===== src/include/crcu_pkg.sv =====
// crcu_pkg: register map, control layout, polynomials and bus types
// of the crc calculation unit.
// assumes a single 10 MHz bus clock; shared by design and bench.
`default_nettype none

package crcu_pkg;

  localparam int CRCU_ADDR_W = 12;
  localparam int CRCU_DATA_W = 32;

  // register offsets
  localparam logic [11:0] CRCU_OFS_CONTROL  = 12'h000;
  localparam logic [11:0] CRCU_OFS_SEED     = 12'h004;
  localparam logic [11:0] CRCU_OFS_CHECKSUM = 12'h008;
  localparam logic [11:0] CRCU_OFS_DATA     = 12'h00C;

  // values after reset
  localparam logic [7:0]  CRCU_CONTROL_RESET  = 8'h00;
  localparam logic [31:0] CRCU_CHECKSUM_RESET = 32'h00000000;

  // generator polynomials
  localparam logic [15:0] CRCU_SELECT_A_CCITT = 16'h1021;
  localparam logic [15:0] CRCU_SELECT_A_CRC16 = 16'h8005;
  localparam logic [31:0] CRCU_SELECT_A_CRC32 = 32'h04C11DB7;

  // select_a codes (1x means the 32-bit polynomial)
  localparam logic [1:0] CRCU_SEL_CCITT = 2'b00;
  localparam logic [1:0] CRCU_SEL_CRC16 = 2'b01;
  localparam int         CRCU_SEL_WIDE_BIT = 1;

  // update cycles per access size, one byte per cycle
  localparam int CRCU_CYCLES_WORD = 4;
  localparam int CRCU_CYCLES_HALF = 2;
  localparam int CRCU_CYCLES_BYTE = 1;

  localparam int CRCU_FIFO_DEPTH = 16;

  // bus encodings
  localparam logic [2:0] CRCU_HSIZE_BYTE = 3'b000;
  localparam logic [2:0] CRCU_HSIZE_HALF = 3'b001;
  localparam int         CRCU_HTRANS_ACTIVE_BIT = 1;

  // control register layout, bit 7 down to bit 0
  typedef struct packed {
    logic       result_invert;
    logic       result_byte_swap;
    logic       result_bit_flip;
    logic       data_invert;
    logic       data_byte_swap;
    logic       data_bit_flip;
    logic [1:0] select_a;
  } crcu_control_s;

  // one transformed data write waiting for the engine
  typedef struct packed {
    logic [31:0] data;
    logic [1:0]  last_idx;
  } crcu_entry_s;

  typedef enum logic [1:0] {
    CRCU_BUS_IDLE,
    CRCU_BUS_WAIT,
    CRCU_BUS_ERR
  } crcu_bus_e;

endpackage : crcu_pkg

`default_nettype wire


===== src/logic/crc_calc_unit.sv =====
// crc_calc_unit: ahb-lite slave crc unit with a write fifo feeding a
// byte-serial crc engine, plus the fifo module it uses.
// assumes ahb-lite master on clk_sys, hsel decoded outside, 12-bit
// offset on haddr.
//
// Operation
// - only polynomials 0x1021, 0x8005 and 0x04C11DB7 are computed.
// - the remainder is 16 bits for the 16-bit polynomials, 32 otherwise.
// - each data write is folded into the running crc value.
// - checksum reads return the result of the completed calculation.
// - data is processed a byte at a time, most significant byte first.
// - data writes may be word, low half-word or low byte wide.
// - an update takes 4, 2 or 1 clock cycles for word, half or byte.
// - complement, byte swap and bit flip apply to data and result.
// - data is transformed before the crc, the result after it.
// - byte writes ignore data byte swap but still get the bit flip.
// - software sets the starting crc value through the seed register.
// - select_a 00 picks 0x1021, 01 picks 0x8005, 1x picks 0x04C11DB7.
// - control bits 7 to 2 enable the result and data transforms.
`timescale 1ns/1ps
`default_nettype none

module crcu_fifo #(
  parameter int WIDTH = 34,
  parameter int DEPTH = 16
) (
  input  wire logic             clk_sys,
  input  wire logic             reset,
  input  wire logic             in_valid,
  output var  logic             in_ready,
  input  wire logic [WIDTH-1:0] in_data,
  output var  logic             out_valid,
  input  wire logic             out_ready,
  output var  logic [WIDTH-1:0] out_data
);
  localparam int AW = $clog2(DEPTH);

  logic [WIDTH-1:0] mem [DEPTH];
  logic [AW-1:0]    wr_ptr_reg;
  logic [AW-1:0]    rd_ptr_reg;
  logic [AW:0]      count_reg;
  logic             push;
  logic             pop;

  assign in_ready  = (count_reg != (AW+1)'(DEPTH));
  assign out_valid = (count_reg != '0);
  assign out_data  = mem[rd_ptr_reg];
  assign push      = in_valid && in_ready;
  assign pop       = out_valid && out_ready;

  always_ff @(posedge clk_sys) begin
    if (push) begin
      mem[wr_ptr_reg] <= in_data;
    end
  end

  always_ff @(posedge clk_sys or posedge reset) begin
    if (reset) begin
      wr_ptr_reg <= '0;
      rd_ptr_reg <= '0;
      count_reg  <= '0;
    end else begin
      if (push) begin
        wr_ptr_reg <= wr_ptr_reg + 1'b1;
      end
      if (pop) begin
        rd_ptr_reg <= rd_ptr_reg + 1'b1;
      end
      if (push && !pop) begin
        count_reg <= count_reg + 1'b1;
      end else if (pop && !push) begin
        count_reg <= count_reg - 1'b1;
      end
    end
  end
endmodule : crcu_fifo

module crc_calc_unit
  import crcu_pkg::*;
#(
  parameter int FIFO_DEPTH = CRCU_FIFO_DEPTH
) (
  input  wire logic                   clk_sys,
  input  wire logic                   reset,
  input  wire logic                   hsel,
  input  wire logic [CRCU_ADDR_W-1:0] haddr,
  input  wire logic [1:0]             htrans,
  input  wire logic                   hwrite,
  input  wire logic [2:0]             hsize,
  input  wire logic [CRCU_DATA_W-1:0] hwdata,
  input  wire logic                   hready,
  output var  logic [CRCU_DATA_W-1:0] hrdata,
  output var  logic                   hreadyout,
  output var  logic                   hresp
);

  // reverse the bit order inside each byte
  function automatic logic [31:0] flip_bits(input logic [31:0] v);
    logic [31:0] r;
    r = '0;
    for (int i = 0; i < 32; i++) begin
      r[i] = v[(i / 8) * 8 + 7 - (i % 8)];
    end
    return r;
  endfunction : flip_bits

  // fold one byte into the crc, msb first, non-reflected
  function automatic logic [31:0] crc_step(input logic [31:0] c,
                                           input logic [7:0]  b,
                                           input logic [1:0]  sel);
    logic [31:0] r;
    logic        fb;
    r  = c;
    fb = 1'b0;
    for (int i = 0; i < 8; i++) begin
      if (sel[CRCU_SEL_WIDE_BIT]) begin
        fb = r[31] ^ b[7-i];
        r  = {r[30:0], 1'b0};
        if (fb) begin
          r = r ^ CRCU_SELECT_A_CRC32;
        end
      end else begin
        fb = r[15] ^ b[7-i];
        r  = {16'h0000, r[14:0], 1'b0};
        if (fb) begin
          r[15:0] = r[15:0] ^ ((sel == CRCU_SEL_CRC16) ?
                               CRCU_SELECT_A_CRC16 : CRCU_SELECT_A_CCITT);
        end
      end
    end
    return r;
  endfunction : crc_step

  crcu_bus_e              bus_state_reg;
  logic [CRCU_ADDR_W-1:0] ap_addr_reg;
  logic                   ap_write_reg;
  logic [2:0]             ap_size_reg;
  logic [CRCU_DATA_W-1:0] hrdata_reg;
  logic                   hreadyout_reg;
  logic                   hresp_reg;
  crcu_control_s          control_reg;
  logic [31:0]            crc_reg;
  logic [1:0]             idx_reg;

  logic                   accept;
  logic                   mapped;
  logic                   engine_idle;
  logic                   can_done;
  logic                   done;
  logic                   wr_control;
  logic                   wr_seed;
  logic                   wr_data;
  logic                   wide;
  crcu_entry_s            push_entry;
  crcu_entry_s            head;
  logic                   fifo_in_ready;
  logic                   fifo_out_valid;
  logic                   fifo_out_ready;
  logic [31:0]            din;
  logic [31:0]            dflip;
  logic [31:0]            dswap;
  logic [31:0]            dmask;
  logic [31:0]            rflip;
  logic [31:0]            rswap;
  logic [31:0]            checksum_out;
  logic [1:0]             pos;
  logic [7:0]             cur_byte;

  assign hrdata    = hrdata_reg;
  assign hreadyout = hreadyout_reg;
  assign hresp     = hresp_reg;

  assign wide   = control_reg.select_a[CRCU_SEL_WIDE_BIT];
  assign accept = hsel && hready && htrans[CRCU_HTRANS_ACTIVE_BIT];
  assign mapped = (ap_addr_reg == CRCU_OFS_CONTROL) ||
                  (ap_addr_reg == CRCU_OFS_SEED) ||
                  (ap_addr_reg == CRCU_OFS_CHECKSUM) ||
                  (ap_addr_reg == CRCU_OFS_DATA);
  assign engine_idle = !fifo_out_valid;

  // data writes wait only for fifo room; everything else waits until the
  // engine has drained, so reads and seed writes see a settled crc
  always_comb begin
    if (ap_write_reg && (ap_addr_reg == CRCU_OFS_DATA)) begin
      can_done = fifo_in_ready;
    end else begin
      can_done = engine_idle;
    end
  end

  assign done = (bus_state_reg == CRCU_BUS_WAIT) && mapped && can_done;
  assign wr_control = done && ap_write_reg &&
                      (ap_addr_reg == CRCU_OFS_CONTROL);
  assign wr_seed = done && ap_write_reg && (ap_addr_reg == CRCU_OFS_SEED);
  assign wr_data = done && ap_write_reg && (ap_addr_reg == CRCU_OFS_DATA);

  // input side: right-aligned data, bit flip, byte swap, complement
  always_comb begin
    unique case (ap_size_reg)
      CRCU_HSIZE_BYTE: begin
        din        = {24'h000000, hwdata[7:0]};
        dmask      = 32'h000000FF;
        push_entry.last_idx = 2'(CRCU_CYCLES_BYTE - 1);
      end
      CRCU_HSIZE_HALF: begin
        din        = {16'h0000, hwdata[15:0]};
        dmask      = 32'h0000FFFF;
        push_entry.last_idx = 2'(CRCU_CYCLES_HALF - 1);
      end
      default: begin
        din        = hwdata;
        dmask      = 32'hFFFFFFFF;
        push_entry.last_idx = 2'(CRCU_CYCLES_WORD - 1);
      end
    endcase
    dflip = control_reg.data_bit_flip ? flip_bits(din) : din;
    dswap = dflip;
    if (control_reg.data_byte_swap) begin
      if (ap_size_reg == CRCU_HSIZE_HALF) begin
        dswap = {16'h0000, dflip[7:0], dflip[15:8]};
      end else if (ap_size_reg != CRCU_HSIZE_BYTE) begin
        dswap = {dflip[7:0], dflip[15:8], dflip[23:16], dflip[31:24]};
      end
    end
    push_entry.data = control_reg.data_invert ?
                      (dswap ^ dmask) : dswap;
  end

  crcu_fifo #(
    .WIDTH ($bits(crcu_entry_s)),
    .DEPTH (FIFO_DEPTH)
  ) u_fifo (
    .clk_sys   (clk_sys),
    .reset     (reset),
    .in_valid  (wr_data),
    .in_ready  (fifo_in_ready),
    .in_data   (push_entry),
    .out_valid (fifo_out_valid),
    .out_ready (fifo_out_ready),
    .out_data  (head)
  );

  // engine: one byte per cycle, high byte first; the entry leaves the
  // fifo on its last byte so a word holds the head for exactly 4 cycles
  assign pos            = head.last_idx - idx_reg;
  assign cur_byte       = head.data[{pos, 3'b000} +: 8];
  assign fifo_out_ready = fifo_out_valid &&
                          (idx_reg == head.last_idx);

  always_ff @(posedge clk_sys or posedge reset) begin
    if (reset) begin
      idx_reg <= '0;
    end else if (fifo_out_ready) begin
      idx_reg <= '0;
    end else if (fifo_out_valid) begin
      idx_reg <= idx_reg + 1'b1;
    end
  end

  // seed writes only complete while the engine is idle, so they never
  // collide with an update
  always_ff @(posedge clk_sys or posedge reset) begin
    if (reset) begin
      crc_reg <= CRCU_CHECKSUM_RESET;
    end else if (wr_seed) begin
      crc_reg <= wide ? hwdata : {16'h0000, hwdata[15:0]};
    end else if (fifo_out_valid) begin
      crc_reg <= crc_step(crc_reg, cur_byte,
                          control_reg.select_a);
    end
  end

  always_ff @(posedge clk_sys or posedge reset) begin
    if (reset) begin
      control_reg <= CRCU_CONTROL_RESET;
    end else if (wr_control) begin
      control_reg <= hwdata[$bits(crcu_control_s)-1:0];
    end
  end

  // result side: bit flip, byte swap, complement within the crc width
  always_comb begin
    rflip = control_reg.result_bit_flip ? flip_bits(crc_reg) : crc_reg;
    rswap = rflip;
    if (control_reg.result_byte_swap) begin
      if (wide) begin
        rswap = {rflip[7:0], rflip[15:8], rflip[23:16], rflip[31:24]};
      end else begin
        rswap = {16'h0000, rflip[7:0], rflip[15:8]};
      end
    end
    if (control_reg.result_invert) begin
      rswap = rswap ^ 32'hFFFFFFFF;
    end
    checksum_out = wide ? rswap : {16'h0000, rswap[15:0]};
  end

  // bus: every access gets at least one wait state; unmapped offsets
  // get the two-cycle error answer
  always_ff @(posedge clk_sys or posedge reset) begin
    if (reset) begin
      bus_state_reg <= CRCU_BUS_IDLE;
      ap_addr_reg   <= '0;
      ap_write_reg  <= 1'b0;
      ap_size_reg   <= '0;
      hreadyout_reg <= 1'b1;
      hresp_reg     <= 1'b0;
      hrdata_reg    <= '0;
    end else begin
      unique case (bus_state_reg)
        CRCU_BUS_IDLE: begin
          hresp_reg  <= 1'b0;
          hrdata_reg <= '0;
          if (accept) begin
            ap_addr_reg   <= haddr;
            ap_write_reg  <= hwrite;
            ap_size_reg   <= hsize;
            hreadyout_reg <= 1'b0;
            bus_state_reg <= CRCU_BUS_WAIT;
          end
        end
        CRCU_BUS_WAIT: begin
          if (!mapped) begin
            hresp_reg     <= 1'b1;
            bus_state_reg <= CRCU_BUS_ERR;
          end else if (can_done) begin
            hreadyout_reg <= 1'b1;
            bus_state_reg <= CRCU_BUS_IDLE;
            if (!ap_write_reg && (ap_addr_reg == CRCU_OFS_CHECKSUM)) begin
              hrdata_reg <= checksum_out;
            end else if (!ap_write_reg &&
                         (ap_addr_reg == CRCU_OFS_CONTROL)) begin
              hrdata_reg <= {24'h000000, control_reg};
            end
          end
        end
        CRCU_BUS_ERR: begin
          hreadyout_reg <= 1'b1;
          bus_state_reg <= CRCU_BUS_IDLE;
        end
      endcase
    end
  end

endmodule : crc_calc_unit

`default_nettype wire


===== config.mk =====
export PLATFORM = sky130hd
export DESIGN_NAME = crc_calc_unit
export DESIGN_NICKNAME = d
export VERILOG_FILES = /design/src/include/crcu_pkg.sv /design/src/logic/crc_calc_unit.sv
export SDC_FILE = /design/constraint.sdc
export NUM_CORES = 1
export LEC_CHECK = 0
export ABC_AREA = 1
export BUFFER_PORTS_ARGS = -buffer_cell sky130_fd_sc_hd__buf_4
export CORE_MARGIN = 5
export CORE_UTILIZATION = 60
export CTS_BUF_LIST = sky130_fd_sc_hd__clkbuf_4
export DETAILED_ROUTE_END_ITERATION = 10
export PLACE_DENSITY = 0.77
export SETUP_SLACK_MARGIN = 0.4
export SLEW_MARGIN = 20
export SYNTH_ARGS = -nofsm -noshare
export SYNTH_HDL_FRONTEND = slang
export SYNTH_SLANG_ARGS = --single-unit

===== constraint.sdc =====
create_clock -name clk_sys -period 13.6 [get_ports clk_sys]
set_clock_uncertainty 0.2 [all_clocks]
set_input_delay 0.68 -clock clk_sys [delete_from_list [all_inputs] [get_ports clk_sys]]
set_output_delay 0.68 -clock clk_sys [all_outputs]
set_load 0.02 [all_outputs]

==> impl_metrics.yaml, run 1 <==
sta:
  tns_ns: 0
  setup_violations: 0
  rsz0062_at_grt: "no"
  final-hold-violation-count: 0
  period_needed_ns: 7.07
  drv_slew: 0
  maxSlewHeadroom_pct: 21.4
  period_share_pct: 52.0
  worstMarginPinSlew_ns: 1.18
  max_clock_freq_ghz: 0.142
critical_path:
  cp.arrival_ns: 7.70
  cp_slowest_cell: "buf_4"
  worstPathRequired_ns: 14.23
  crit_type: "reg -> reg"
  worst_path_largest_cell_delay_ns: 0.63
  endpoint_kind: "flip-flop"
  crit_top_cell: "nand2_1"
  start_kind: "flip-flop"
  worstPathMaxFanout: 57
final_layout:
  largest_register_ffs: 544
  final_common_cell: "edfxtp_1"
  final_cell_mix: "edfxtp_1 (544), nand2_1 (429), o21ai_0 (377)"
  nFillCells: 3761
  syn_to_final_growth_pct: 12.7
  drive_gt1_share_pct: 15.9
  layout.nets: 3085
clock_tree:
  h-tree-depth: 4
  cts_hold_buf: 51
  root_buffer: "clkbuf_4"
  clk_pin_slew_ns: 0.07
  cts_sinks: 651
  clockBufferDepth: 3
  cts_tree: "yes"
  postCtsSetupRepairBufs: 0
  cts-buffers-inserted: 161
  clock_latency_ns: 1.00
  cts-resized-gates: 0
status:
  status: "finished clean"
detailed_routing:
  drt_wl_total_um: 88600
  drt_iter0_drc: 3073
  vias_per_cell: 6.21
  wire_per_inst_um: 23.3
  dr_total_vias: 23700
  firstDrtPassIters: 8
  ant_nets: 0
  remaining_drc_errors: 0
yosys:
  synth_seq_cells: 651
  syn_nets: 2907
  syn_avg_cell_area_sq_um: 10.7
  synth_area_sq_um: 30400
  synthArstFlopShare_pct: 16.4
  ys_types: 49
  synth-edff-count: 544
  synth_warnings: 0
  ys.flop_type: "edfxtp_1"
  yosysSeqAreaShare_pct: 62.5
  synthCells: 2840
global_route:
  grt_first_pass_wirelength_um: 133000
  antenna_found_initial: 1
  grt_max_degree: 169
  grt_pass1_vias: 22700
  grt_usage_pct: 31.3
  overflow: 0
die:
  core_sq_um: 50200
  die_w_um: 235
  die_height_um: 235
  die_area_sq_um: 55300
  io_pins: 88
  std_cell_rows: 82
  initial_core_util_pct: 60.6
flow_run:
  maxCapViolCount: 0
place:
  dp_hpwl_um: 53200
  port_buffers: 86
  gp_congestion: 0.981
min_path:
  hold_path.class: "in -> async"
[worst max-delay path, delay by kind of cell, from the launching register on]
| family | cells | cell delay (ns) |
|---|---|---|
| buffers and inverters | 6 | 2.08 |
| DFF | 1 | 0.39 |
| and+or+nand+nor | 20 | 2.35 |
| AOI/OAI and AO/OA | 6 | 1.00 |
| adders and majority gates | 1 | 0.28 |
| xor gates and xnor gates | 2 | 0.62 |
[through the flow]
stage	cells	cell area [sq um]	setup slack [ns]	hold slack, ns	util (%)
2_1_floorplan	2840	30400	7.59	0.259	-
3_3_place_gp	3475	31600	6.71	0.269	63.0
3_5_place_dp	3475	31600	6.67	0.274	63.0
4_1_cts	3808	34200	6.67	0.0547	68.2
5_1_grt	3810	34300	6.13	0.157	68.3
6_report	3810	34300	6.53	0.153	68.3
[cell type report]
| class | count | area [sq um] | area share [%] |
|---|---|---|---|
| sequential | 651 | 19000 | 55.5 |
| multi-input combinational | 1847 | 10100 | 29.5 |
| clock buffer | 237 | 1780 | 5.19 |
| timing repair buffer | 189 | 1570 | 4.57 |
| tap | 672 | 841 | 2.45 |
| inverter | 168 | 639 | 1.87 |
| clock inverter | 45 | 303 | 0.884 |
| antenna | 1 | 2.50 | 0.00730 |
[Yosys cell counts (all sizes together), types with 8 or more instances]
| cell | number | share of area (%) |
|---|---|---|
| ha | 12 | 0.49 |
| nand3 | 210 | 3.7 |
| nor4 | 8 | 0.16 |
| nor2 | 315 | 3.9 |
| xor2 | 111 | 3.3 |
| dfrtp | 106 | 8.7 |
| mux2 | 12 | 0.44 |
| nand2 | 449 | 5.8 |
| or2 | 11 | 0.23 |
| buf | 76 | 1.5 |
| a21oi | 41 | 0.67 |
| o211ai | 27 | 0.68 |
| clkinv | 8 | 0.099 |
| o31ai | 28 | 0.69 |
| edfxtp | 544 | 54 |
| xnor2 | 23 | 0.66 |
| clkbuf | 98 | 1.2 |
| o21ai | 395 | 6.6 |
| inv | 160 | 2.0 |
| o22ai | 48 | 0.99 |
| a21o | 8 | 0.20 |
| o221ai | 122 | 3.5 |
[layer usage]
metal / wire [um] / GRT usage [%]
met4: 3020 / 13.0
met5: 0 / 0
met2: 41900 / 49.2
met3: 9100 / 6.50
met1: 34600 / 43.1
[logic make-up (layout without fill, tap and decap cells)]
| logic type | count (synthesis) | in the layout | share of synthesized area [%] |
|---|---|---|---|
| buffers and inverters | 342 | 639 | 4.77 |
| muxes | 12 | 12 | 0.444 |
| xor gates and xnor gates | 134 | 134 | 3.98 |
| and+or+nand+nor | 1005 | 1005 | 14.0 |
| other | 0 | 1 | 0 |
| AOI/OAI and AO/OA | 683 | 683 | 13.7 |
| DFF | 651 | 651 | 62.5 |
| adders and majority gates | 13 | 13 | 0.560 |
[final timing paths]
kind                                      startpoint              endpoint  slack, ns  cells after the start
worst max-delay path            u_fifo.rd_ptr_reg[1]           crc_reg[13]       6.53                     35
max in group asynchronous                      reset  u_fifo.rd_ptr_reg[0]      11.67                      4
worst max register to register  u_fifo.rd_ptr_reg[1]           crc_reg[13]       6.53                     35
min in group clk_sys                            hsel        ap_addr_reg[3]       0.22                      3
worst min-delay path                           reset            hrdata[29]       0.15                      3
worst min register to register             hreadyout             hreadyout       0.28                      2
Power of run 1 is left out: the tool's default activity adds up to more than one toggle a clock period on the data nets, which glitch-free logic cannot reach.
==> run 2, diff against run 1 <==
--- a/config.mk
+++ b/config.mk
@@ -8,10 +8,10 @@
 export ABC_AREA = 1
 export BUFFER_PORTS_ARGS = -buffer_cell sky130_fd_sc_hd__buf_4
 export CORE_MARGIN = 5
-export CORE_UTILIZATION = 60
+export CORE_UTILIZATION = 59
 export CTS_BUF_LIST = sky130_fd_sc_hd__clkbuf_4
 export DETAILED_ROUTE_END_ITERATION = 10
-export PLACE_DENSITY = 0.77
+export PLACE_DENSITY = 0.79
 export SETUP_SLACK_MARGIN = 0.4
 export SLEW_MARGIN = 20
 export SYNTH_ARGS = -nofsm -noshare
==> constraint.sdc (replaced) <==
create_clock -name clk_sys -period 5.7 [get_ports clk_sys]
set_clock_uncertainty 0.2 [all_clocks]
set_input_delay 0.285 -clock clk_sys [delete_from_list [all_inputs] [get_ports clk_sys]]
set_output_delay 0.285 -clock clk_sys [all_outputs]
set_load 0.02 [all_outputs]
==> run 2 against run 1 <==
Against the previous run: global-route usage up 0.61 points; cell count up 2.8%; critical path depth down 1; sequential share of layout area down 1.7 points; via count up 3.5%; hold slack worse by 0.067 ns; register-to-register slack worse by 5.8 ns; first-iteration DRC count up 8.6%; wire length up 3.7%; sequential cell count unchanged; worst setup slack worse by 5.8 ns; highest routed layer unchanged.
==> impl_metrics.yaml, run 2 (same netlist as run 1, synthesis figures left out) <==
status:
  status: "finished clean"
sta:
  final-hold-violation-count: 0
  max_clock_freq_ghz: 0.200
  drv_slew: 0
  maxSlewHeadroom_pct: 23.6
  period_needed_ns: 5.01
  period_share_pct: 87.9
  rsz0062_at_grt: "no"
  worstMarginPinSlew_ns: 1.14
  tns_ns: 0
  setup_violations: 0
detailed_routing:
  vias_per_cell: 6.25
  drt_wl_total_um: 91900
  drt_iter0_drc: 3337
  ant_nets: 0
  dr_total_vias: 24500
  wire_per_inst_um: 23.4
  remaining_drc_errors: 0
  firstDrtPassIters: 6
final_layout:
  largest_register_ffs: 544
  syn_to_final_growth_pct: 16.2
  nFillCells: 3630
  drive_gt1_share_pct: 16.7
  layout.nets: 3177
  final_common_cell: "edfxtp_1"
  final_cell_mix: "edfxtp_1 (544), nand2_1 (429), o21ai_0 (377)"
  design_area_sq_um: 35300
critical_path:
  crit_top_cell: "nand2_1"
  crit_type: "reg -> reg"
  worstPathMaxFanout: 38
  worstPathRequired_ns: 6.37
  worst_path_largest_cell_delay_ns: 0.56
  cp_slowest_cell: "dfrtp_4"
  start_kind: "flip-flop"
  endpoint_kind: "flip-flop"
  cp.arrival_ns: 5.68
place:
  port_buffers: 86
  gp_congestion: 1.01
  dp_hpwl_um: 54500
  place_area_sq_um: 31900
die:
  std_cell_rows: 83
  initial_core_util_pct: 59.4
  die_area_sq_um: 56200
  core_sq_um: 51200
  die_w_um: 237
  io_pins: 88
  die_height_um: 237
global_route:
  grt_first_pass_wirelength_um: 137000
  grt_usage_pct: 31.9
  overflow: 0
  grt_max_degree: 149
  grt_pass1_vias: 23800
  antenna_found_initial: 2
clock_tree:
  h-tree-depth: 4
  cts_tree: "yes"
  root_buffer: "clkbuf_4"
  cts-buffers-inserted: 162
  clock_latency_ns: 1.05
  clockBufferDepth: 3
  cts_sinks: 651
  clk_pin_slew_ns: 0.07
flow_run:
  maxCapViolCount: 0
min_path:
  hold_path.class: "in -> reg"
run 2: critical path: cells and delay by family (launching register included):
kind | cells | cell delay (ns)
xor gates and xnor gates | 2 | 0.42
AOI/OAI and AO/OA | 1 | 0.12
DFF | 1 | 0.56
and+or+nand+nor | 29 | 3.01
buffers and inverters | 2 | 0.51
run 2: area by class of cell:
cell class,count,area (sq um),share of cell area [%]
Multi-Input combinational cell,1847,10100,28.7
Antenna cell,5,12.5,0.0354
Tap cell,680,851,2.41
Clock inverter,59,413,1.17
Timing Repair Buffer,280,2520,7.13
Clock buffer,228,1710,4.85
Sequential cell,651,19000,53.8
Inverter,168,652,1.85
run 2: repair_timing:
action / 4_1_cts / 5_1_grt
hold buffers: 107 / 0
endpoints found under the hold margin: 183 / 0
endpoints found under the setup margin: 0 / 14
buffers inserted: 0 / 2
resized for setup: 0 / 25
run 2: path summary, 6_finish.rpt:
path	from	to	slack (ns)	depth (start not counted)
max in group asynchronous	reset	u_fifo.rd_ptr_reg[0]	3.65	5
max	u_fifo.rd_ptr_reg[1]	crc_reg[5]	0.69	34
min reg2reg	hrdata[28]	hrdata[28]	0.29	2
max reg2reg	u_fifo.rd_ptr_reg[1]	crc_reg[5]	0.69	34
min in group asynchronous	reset	hrdata[4]	0.26	4
min	hwdata[1]	crc_reg[1]	0.09	4
run 2: metal layers:
layer / track usage, % / part of all wire [%]
met1: 43.3 / 38
met2: 49.9 / 46
met3: 8.09 / 12
met4: 13.0 / 3.7
met5: 0 / 0
run 2: through the flow:
| step | worst slack (ns) | hold WS [ns] | utilization [%] | std cells |
|---|---|---|---|---|
| final | 0.688 | 0.0859 | 69.0 | 3918 |
| after global routing | 0.387 | 0.0873 | 69.0 | 3918 |
| after CTS | 0.474 | 0.0148 | 68.6 | 3909 |
| after detailed placement | 0.539 | 0.210 | 62.3 | 3515 |
| after global placement | 0.683 | 0.207 | 62.3 | 3515 |
| after floorplan | 0.402 | 0.218 | - | 2840 |
Power of run 2 is left out for the same reason.
